## src/inc/lin_mode_pkg.sv

```systemverilog
// Constants and types shared by the LIN mode control block
package lin_mode_pkg;
  localparam int unsigned CLK_MHZ = 100;

  // Register addresses on the plain register port
  localparam logic [2:0] ADDR_CTRL3    = 3'h0;
  localparam logic [2:0] ADDR_CTRL2    = 3'h1;
  localparam logic [2:0] ADDR_BAUD     = 3'h2;
  localparam logic [2:0] ADDR_EXT_PRE  = 3'h3;
  localparam logic [2:0] ADDR_LIN_INT  = 3'h4;
  localparam logic [2:0] ADDR_LIN_FRAC = 3'h5;
  localparam logic [2:0] ADDR_STATUS   = 3'h6;

  // Control register three bit positions
  localparam int unsigned BIT_DEFER  = 7;
  localparam int unsigned BIT_ENABLE = 6;
  localparam int unsigned BIT_SLAVE  = 5;
  localparam int unsigned BIT_ASYNC  = 4;
  localparam int unsigned BIT_HDM    = 3;
  localparam logic [7:0]  CTRL3_WMASK = 8'hf8;

  // Control register two bit positions
  localparam int unsigned BIT_MUTE = 1;
  localparam int unsigned BIT_SBK  = 0;

  localparam logic [7:0] RESET_BYTE = 8'h00;
  localparam logic [3:0] RESET_FRAC = 4'h0;

  // Break bit counts on the line and reference clocks per bit time
  localparam logic [3:0] MASTER_BREAK_BITS = 4'hd;
  localparam logic [3:0] SLAVE_BREAK_BITS  = 4'hb;
  localparam logic [7:0] BIT_PRESCALE      = 8'h10;

  typedef enum logic [1:0] {
    MODE_OFF,
    MODE_MASTER,
    MODE_SLAVE
  } lin_mode_t;

  typedef enum {
    TX_IDLE,
    TX_BREAK
  } tx_state_t;
endpackage

```

## src/inc/lin_bit_if.sv

```systemverilog
// Bit-time tick and line-level carrier between top and break counter
`timescale 1ns/100ps
`default_nettype none
interface lin_bit_if;
  logic       tick;
  logic       clear;
  logic       level_low;
  logic [3:0] target;
  logic       reached;
  modport ctl (output tick, output clear, output level_low, output target, input reached);
  modport cnt (input tick, input clear, input level_low, input target, output reached);
endinterface
`default_nettype wire

```

## src/lin_low_counter.sv

```systemverilog
// Counts consecutive low bit times and flags a target count
`timescale 1ns/100ps
`default_nettype none
module lin_low_counter
  import lin_mode_pkg::*;
(
  // Clock and reset
  input  wire logic i_ref_clk,
  input  wire logic i_rst_n,
  // Control
  lin_bit_if.cnt    bus
);
  logic [3:0] count_q;
  logic [3:0] count_d;
  wire        at_target = (count_q >= bus.target);

  always_comb
  begin
    count_d = count_q;
    if (bus.clear)
      count_d = 4'h0;
    else if (bus.tick)
      count_d = bus.level_low ? (at_target ? count_q : count_q + 4'h1) : 4'h0;
  end

  always_ff @(posedge i_ref_clk or negedge i_rst_n)
  begin
    if (!i_rst_n)
      count_q <= 4'h0;
    else
      count_q <= count_d;
  end

  assign bus.reached = at_target;
endmodule
`default_nettype wire

```

## src/lin_mode_control.sv

```systemverilog
// LIN mode control, divider update, break send and break detect
//
// Implementation choices: the register offsets and the plain strobed port.
`timescale 1ns/100ps
`default_nettype none
module lin_mode_control
  import lin_mode_pkg::*;
(
  // Clock and reset
  input  wire logic       i_ref_clk,
  input  wire logic       i_rst_n,
  // Register port
  input  wire logic [2:0] i_addr,
  input  wire logic [7:0] i_wdata,
  input  wire logic       i_wr,
  input  wire logic       i_rd,
  output var  logic [7:0] o_rdata,
  // Receiver and sync-unit events
  input  wire logic       i_rx_full,
  input  wire logic       i_id_detect,
  input  wire logic       i_parity_enable,
  input  wire logic       i_async_upd,
  input  wire logic [7:0] i_async_int,
  input  wire logic [3:0] i_async_frac,
  // Line
  input  wire logic       i_rx_pin,
  output var  logic       o_tx_pin,
  // Status to the serial core
  output var  logic [7:0] o_lin_divider_int,
  output var  logic [3:0] o_lin_divider_frac,
  output var  logic       o_slave_gen_en,
  output var  logic       o_header_mgmt_en,
  output var  logic       o_parity_check_en,
  output var  logic       o_lin_wakeup_sel,
  output var  logic       o_break_detect,
  output var  logic       o_discard_rx,
  output var  logic       o_receiver_mute
);
  lin_bit_if tx_if ();
  lin_bit_if rx_if ();

  // Registers
  logic [7:0] ctrl3_q;
  logic [7:0] ctrl3_d;
  logic       mute_q;
  logic       sbk_q;
  logic [7:0] pre_int_q;
  logic [3:0] pre_frac_q;
  logic [7:0] div_int_q;
  logic [3:0] div_frac_q;
  logic       pend_q;
  logic       rx_s1_q;
  logic       rx_s2_q;
  logic [7:0] tick_cnt_q;
  logic       hunting_q;
  logic       brk_seen_q;
  logic       tx_pin_q;
  logic [7:0] rdata_q;
  tx_state_t  tx_state_q;
  tx_state_t  tx_state_d;

  // Mode decode
  lin_mode_t mode;
  assign mode = !ctrl3_q[BIT_ENABLE] ? MODE_OFF :
                (ctrl3_q[BIT_SLAVE] ? MODE_SLAVE : MODE_MASTER);
  wire is_slave  = (mode == MODE_SLAVE);
  wire is_master = (mode == MODE_MASTER);
  wire defer_on  = is_slave && ctrl3_q[BIT_DEFER];
  wire async_on  = is_slave && ctrl3_q[BIT_ASYNC];
  wire hdm_on    = is_slave && ctrl3_q[BIT_HDM];

  // Write decode; slave maps prescalers onto baud and extended addresses
  wire wr_ctrl3 = i_wr && (i_addr == ADDR_CTRL3);
  wire wr_ctrl2 = i_wr && (i_addr == ADDR_CTRL2);
  wire wr_int   = i_wr && ((i_addr == ADDR_LIN_INT) || (is_slave && i_addr == ADDR_BAUD));
  wire wr_frac  = i_wr && ((i_addr == ADDR_LIN_FRAC) || (is_slave && i_addr == ADDR_EXT_PRE));
  wire rx_set   = i_rx_full;

  // Divider load: auto-sync wins, then immediate write, then deferred reload
  wire async_load = async_on && i_async_upd;
  wire imm_int    = wr_int && !defer_on && !async_load;
  wire imm_frac   = wr_frac && !defer_on && !async_load;
  wire defer_load = defer_on && rx_set && !async_load;

  // Next control three: hardware clear of update bit on receive-full
  always_comb
  begin
    ctrl3_d = ctrl3_q;
    if (wr_ctrl3)
      ctrl3_d = i_wdata & CTRL3_WMASK;
    if (rx_set && ctrl3_q[BIT_ENABLE] && ctrl3_q[BIT_SLAVE])
      ctrl3_d[BIT_DEFER] = 1'b0;
  end

  always_ff @(posedge i_ref_clk or negedge i_rst_n)
  begin
    if (!i_rst_n)
    begin
      ctrl3_q    <= RESET_BYTE;
      mute_q     <= 1'b0;
      sbk_q      <= 1'b0;
      pre_int_q  <= RESET_BYTE;
      pre_frac_q <= RESET_FRAC;
      pend_q     <= 1'b0;
    end
    else
    begin
      ctrl3_q <= ctrl3_d;
      if (wr_ctrl2)
        sbk_q <= i_wdata[BIT_SBK];
      // Mute write refused in slave mode while a character waits
      if (wr_ctrl2 && !(is_slave && rx_set))
        mute_q <= i_wdata[BIT_MUTE];
      else if (mute_q && o_break_detect && !hdm_on)
        mute_q <= 1'b0;
      else if (mute_q && is_slave && hdm_on && i_id_detect)
        mute_q <= 1'b0;
      if (wr_int)
        pre_int_q <= i_wdata;
      if (wr_frac)
        pre_frac_q <= i_wdata[3:0];
      // A staged integer write waits for the next character
      if (wr_int && defer_on)
        pend_q <= 1'b1;
      else if (defer_load)
        pend_q <= 1'b0;
    end
  end

  // Divider holding register
  // Immediate writes reach the divider one cycle after the strobe; deferred writes wait for receive-full
  always_ff @(posedge i_ref_clk or negedge i_rst_n)
  begin
    if (!i_rst_n)
    begin
      div_int_q  <= RESET_BYTE;
      div_frac_q <= RESET_FRAC;
    end
    else if (async_load)
    begin
      div_int_q  <= i_async_int;
      div_frac_q <= i_async_frac;
    end
    else
    begin
      if (imm_int)
        div_int_q <= i_wdata;
      if (imm_frac)
        div_frac_q <= i_wdata[3:0];
      if (defer_load)
      begin
        div_int_q  <= pre_int_q;
        div_frac_q <= pre_frac_q;
      end
    end
  end

  // Line input synchroniser and bit-time tick
  // Idle-high reset keeps a false low run from following reset
  wire tick = (tick_cnt_q == BIT_PRESCALE - 8'h1);
  always_ff @(posedge i_ref_clk or negedge i_rst_n)
  begin
    if (!i_rst_n)
    begin
      rx_s1_q    <= 1'b1;
      rx_s2_q    <= 1'b1;
      tick_cnt_q <= 8'h0;
    end
    else
    begin
      rx_s1_q    <= i_rx_pin;
      rx_s2_q    <= rx_s1_q;
      tick_cnt_q <= tick ? 8'h0 : tick_cnt_q + 8'h1;
    end
  end

  // Break detection in slave mode
  // Counter held clear outside slave mode
  assign rx_if.tick      = tick;
  assign rx_if.clear     = !is_slave;
  assign rx_if.level_low = !rx_s2_q;
  assign rx_if.target    = SLAVE_BREAK_BITS;
  lin_low_counter u_rx_cnt (
    .i_ref_clk (i_ref_clk),
    .i_rst_n   (i_rst_n),
    .bus       (rx_if)
  );

  // Break transmit in master mode
  assign tx_if.tick      = tick;
  assign tx_if.clear     = (tx_state_q == TX_IDLE);
  assign tx_if.level_low = 1'b1;
  // Entry tick opens bit one; leave on the tick after twelve counted
  assign tx_if.target    = MASTER_BREAK_BITS - 4'h1;
  lin_low_counter u_tx_cnt (
    .i_ref_clk (i_ref_clk),
    .i_rst_n   (i_rst_n),
    .bus       (tx_if)
  );

  always_comb
  begin
    tx_state_d = tx_state_q;
    case (tx_state_q)
      TX_IDLE:
        if (is_master && sbk_q && tick)
          tx_state_d = TX_BREAK;
      TX_BREAK:
        if (tick && tx_if.reached)
          tx_state_d = TX_IDLE;
      default:
        tx_state_d = TX_IDLE;
    endcase
  end

  always_ff @(posedge i_ref_clk or negedge i_rst_n)
  begin
    if (!i_rst_n)
    begin
      tx_state_q <= TX_IDLE;
      tx_pin_q   <= 1'b1;
      hunting_q  <= 1'b0;
      brk_seen_q <= 1'b0;
    end
    else
    begin
      tx_state_q <= tx_state_d;
      tx_pin_q   <= (tx_state_d != TX_BREAK);
      brk_seen_q <= is_slave && rx_if.reached;
      // Discard starts at a mute write in slave mode and ends at a break
      if (is_slave && wr_ctrl2 && !rx_set)
        hunting_q <= i_wdata[BIT_MUTE];
      else if (!(is_slave && mute_q))
        hunting_q <= 1'b0;
      else if (rx_if.reached)
        hunting_q <= 1'b0;
    end
  end

  // Read path
  // Zero outside the cycle after a read strobe
  wire [7:0] ctrl2_rd = {6'h0, mute_q, sbk_q};
  wire [7:0] stat_rd  = {5'h0, pend_q, brk_seen_q, tx_state_q == TX_BREAK};
  wire [7:0] rd_mux   =
    (i_addr == ADDR_CTRL3)                 ? ctrl3_q :
    (i_addr == ADDR_CTRL2)                 ? ctrl2_rd :
    (i_addr == ADDR_LIN_INT)               ? pre_int_q :
    (i_addr == ADDR_LIN_FRAC)              ? {4'h0, pre_frac_q} :
    (is_slave && i_addr == ADDR_BAUD)      ? pre_int_q :
    (is_slave && i_addr == ADDR_EXT_PRE)   ? {4'h0, pre_frac_q} :
    (i_addr == ADDR_STATUS)                ? stat_rd : 8'h00;

  // Mode levels leave flops one cycle after the mode changes
  always_ff @(posedge i_ref_clk or negedge i_rst_n)
  begin
    if (!i_rst_n)
    begin
      rdata_q            <= RESET_BYTE;
      o_slave_gen_en     <= 1'b0;
      o_header_mgmt_en   <= 1'b0;
      o_parity_check_en  <= 1'b0;
      o_lin_wakeup_sel   <= 1'b0;
    end
    else
    begin
      rdata_q            <= i_rd ? rd_mux : 8'h00;
      o_slave_gen_en     <= is_slave;
      o_header_mgmt_en   <= is_slave;
      o_parity_check_en  <= is_slave && i_parity_enable;
      o_lin_wakeup_sel   <= hdm_on;
    end
  end

  // Every output comes straight from a flop
  assign o_rdata            = rdata_q;
  assign o_tx_pin           = tx_pin_q;
  assign o_lin_divider_int  = div_int_q;
  assign o_lin_divider_frac = div_frac_q;
  assign o_break_detect     = brk_seen_q;
  assign o_discard_rx       = hunting_q;
  assign o_receiver_mute    = mute_q;
endmodule
`default_nettype wire

```

## config.mk

```make
export PLATFORM = sky130hd
export DESIGN_NAME = lin_mode_control
export DESIGN_NICKNAME = d
export VERILOG_FILES = /design/src/inc/lin_mode_pkg.sv /design/src/inc/lin_bit_if.sv /design/src/lin_low_counter.sv /design/src/lin_mode_control.sv
export SDC_FILE = /design/constraint.sdc
export NUM_CORES = 1
export LEC_CHECK = 0
export BUFFER_PORTS_ARGS = -buffer_cell sky130_fd_sc_hd__buf_2
export CAP_MARGIN = 30
export CORE_ASPECT_RATIO = 2
export CORE_MARGIN = 3
export CORE_UTILIZATION = 50
export CTS_BUF_LIST = sky130_fd_sc_hd__clkbuf_4 sky130_fd_sc_hd__clkbuf_8
export CTS_CLUSTER_SIZE = 16
export DETAILED_ROUTE_END_ITERATION = 16
export PLACE_DENSITY = 0.73
export SYNTH_ARGS = -nofsm -noshare
export SYNTH_HDL_FRONTEND = slang
export SYNTH_SLANG_ARGS = --single-unit
```

## constraint.sdc

```tcl
create_clock -name i_ref_clk -period 3.45 [get_ports i_ref_clk]
set_input_delay 0.1725 -clock i_ref_clk [delete_from_list [all_inputs] [get_ports i_ref_clk]]
set_output_delay 0.1725 -clock i_ref_clk [all_outputs]
set_load 0.01 [all_outputs]
```

==> impl_metrics.json <==
{
  "outcome": "finished clean",
  "vias_per_cell": 5.39,
  "fmaxAchievable_ghz": 0.517,
  "synth_area_sq_um": 3890,
  "slew_violations": 0,
  "synthTopCellsByArea": "dfrtp_1, mux2i_1, a222oi_1",
  "drive_gt1_share_pct": 24.4,
  "total_power_mw": 2.58,
  "initial_core_util_pct": 52.3,
  "critPathKind": "reg2reg",
  "drt-initial-drc-count": 192,
  "crit_start": "ctrl3_q[6]",
  "synth_top_cell_by_area": "dfrtp_1",
  "globalRoute.totalOverflow": 0,
  "ioPinCount": 60,
  "critPathMaxFanout": 12,
  "grt_pass1_vias": 2706,
  "clk_latency_ns": 0.36,
  "crit_required_ns": 3.72,
  "cts_tree": "yes",
  "diodes": 0,
  "fin_skew_ns": 0.00692,
  "root_buffer": "clkbuf_8",
  "cts_buffer_depth": 2,
  "grt_max_degree": 80,
  "die-area_sq_um": 8930,
  "worst_pin_slew_ns": 0.819,
  "yosysSeqAreaShare_pct": 61.9,
  "r2r_cells": 4,
  "wl_per_cell_um": 15.9,
  "hpwl_mm": 5.91,
  "cts_resized": 0,
  "synth_top_flop_cell": "dfrtp_1",
  "relSlewSlack_pct": 45.2,
  "cts_max_level": 3,
  "ys_types": 57,
  "synth_seq_cells": 96,
  "power_leakage_nw": 2.24,
  "cts_made_buffers": 9,
  "final_nets": 435,
  "drc": 0,
  "finalSetupViolCount": 0,
  "setup_tns_ns": 0,
  "worst_r2r_startpoint": "ctrl3_q[6]",
  "dr.pass1.iters": 4,
  "portBuffers": 59,
  "end_kind": "flip-flop",
  "hold_path_class": "in2reg",
  "die_x_um": 68.4,
  "core.rowCount": 44,
  "fin_crit_sh_pct": 56.0,
  "ir_worst_vdd_uv": 430,
  "num_vias": 2678,
  "fin_crit_ns": 1.93,
  "drt_wl_total_mm": 7.89,
  "layout_commonest_cell": "dfrtp_1",
  "grt_first_pass_wirelength_mm": 12.8,
  "clk_pin_slew_ns": 0.10,
  "rsz0062_at_grt": "false",
  "start_kind": "flip-flop",
  "final-hold-violation-count": 0,
  "cts_sinks": 96,
  "synth_top_area_share_pct": 59.9,
  "syn_avg_cell_area_sq_um": 12.6,
  "gp_congestion": 0.829,
  "rrSetupSlack_ns": 1.52,
  "ys_async_sr_fraction_pct": 100,
  "die_h_um": 131,
  "design.core.area_sq_um": 7430,
  "synthToLayoutAreaGrowth_pct": 18.6,
  "reg2reg_to": "o_lin_divider_frac[1]",
  "synth_edf_count": 0,
  "arrival_ns": 2.21,
  "final_util_pct": 62.1,
  "antenna_found_initial": 0,
  "syn_inst": 308,
  "drt.antenna.violating_nets": 0,
  "critical_path.endpoint": "o_lin_divider_frac[1]",
  "final_cell_mix": "dfrtp_1, buf_2, conb_1",
  "cap_violations": 0,
  "cellPowerDensity_nw_per_um2": 560,
  "track_usage_pct": 19.6,
  "synth_warnings": 0
}
==> repair_timing <==
| item | 4_1_cts | 5_1_grt |
|---|---|---|
| endpoints found under the hold margin | 66 | 0 |
| setup buffers | 0 | 0 |
| hold buffers | 2 | 0 |
==> layout make-up <==
| class | count | area (sq um) |
|---|---|---|
| clock inverters | 7 | 77.6 |
| multi-input cells | 212 | 1470 |
| fillers | 625 | 2820 |
| well taps | 92 | 115 |
| clock buffers | 9 | 124 |
| inverters | 18 | 67.6 |
| flip-flops and latches | 96 | 2410 |
| repair buffers | 63 | 353 |
==> stage by stage <==
| stage | worst slack (ns) | cells | hold slack, ns | area (sq um) |
|---|---|---|---|---|
| after CTS | 1.49 | 496 | 0.0448 | 4580 |
| final | 1.52 | 497 | 0.0596 | 4610 |
| after global routing | 1.32 | 497 | 0.0568 | 4610 |
| after detailed placement | 1.51 | 478 | 0.281 | 4360 |
| after global placement | 1.53 | 478 | 0.280 | 4360 |
| after floorplan | 1.87 | 338 | -0.123 | 4000 |
==> worst max-delay path, stage by stage, from the launching register on <==
cell and delay (ns):
dfrtp_1 0.57, nand2_2 0.22, nor2_1 0.69, a222oi_1 0.17, mux2i_1 0.19
==> registers in the layout, summed over array words and instances (netlist names), 4 cells and up <==
| name | flops |
|---|---|
| o_lin_divider_frac | 4 |
| u_tx_cnt.count_q | 4 |
| o_rdata | 8 |
| u_rx_cnt.count_q | 4 |
| pre_int_q | 8 |
| o_lin_divider_int | 8 |
| pre_frac_q | 4 |
| tick_cnt_q | 8 |
| ctrl3_q | 5 |
| tx_state_q | 32 |
==> where the power goes <==
part | leakage, nW | internal, mW | switching [mW] | total, mW
clock | 0.101 | 0.343 | 0.392 | 0.735
sequential | 1.17 | 1.29 | 0.116 | 1.41
combinational | 0.971 | 0.202 | 0.242 | 0.444
==> metal layers <==
metal  GRT usage (%)  up-vias  share of wire, %
li1                -     1271                 -
met1            22.5     1328                39
met2            34.2       70                56
met3            3.51        9               3.9
met4            9.26        0               1.7
met5               0        -                 0
==> how the worst min path moves through the flow <==
stage                                    to  slack, ns            start  cells past startpoint
after global placement              rx_s1_q       0.28         i_rx_pin                      1
after floorplan                  ctrl3_q[3]      -0.12          i_rst_n                      0
after CTS                 o_parity_check_en       0.04  i_parity_enable                      2
final                     o_parity_check_en       0.06  i_parity_enable                      2
after detailed placement            rx_s1_q       0.28         i_rx_pin                      1
after global routing      o_parity_check_en       0.06  i_parity_enable                      2
==> synthesized netlist by cell type, types with 2 or more instances <==
cell type   n
a21oi_2     2
xor2_1      6
and2_1      3
and3_1      7
o21a_1      2
o22ai_1     2
nand3_1     6
a21oi_1     7
o21ai_0     8
a22oi_1     4
a222oi_1   12
buf_2       4
a221oi_1    2
mux2_2      9
nor3_1      4
buf_4       2
mux2i_1    15
nor4_1      9
inv_1      17
dfrtp_1    93
nand2_1    15
clkbuf_1    6
nand4_1     5
nor2b_1     7
nor2_1     17
mux2_1      8
a21o_1      2
ha_1        3
dfstp_2     3
==> cell families after synthesis <==
logic type	count (synthesis)	share of synthesized area [%]
AO/OA/AOI/OAI	56	11.6
flip-flops	96	61.9
adder cells (fa/ha/maj)	3	0.966
other	1	0.0965
XOR/XNOR	7	1.58
buffers and inverters	30	3.22
AND/OR/NAND/NOR	83	11.9
multiplexers	32	8.79
Note: power is estimated with default switching activity, not from simulation.
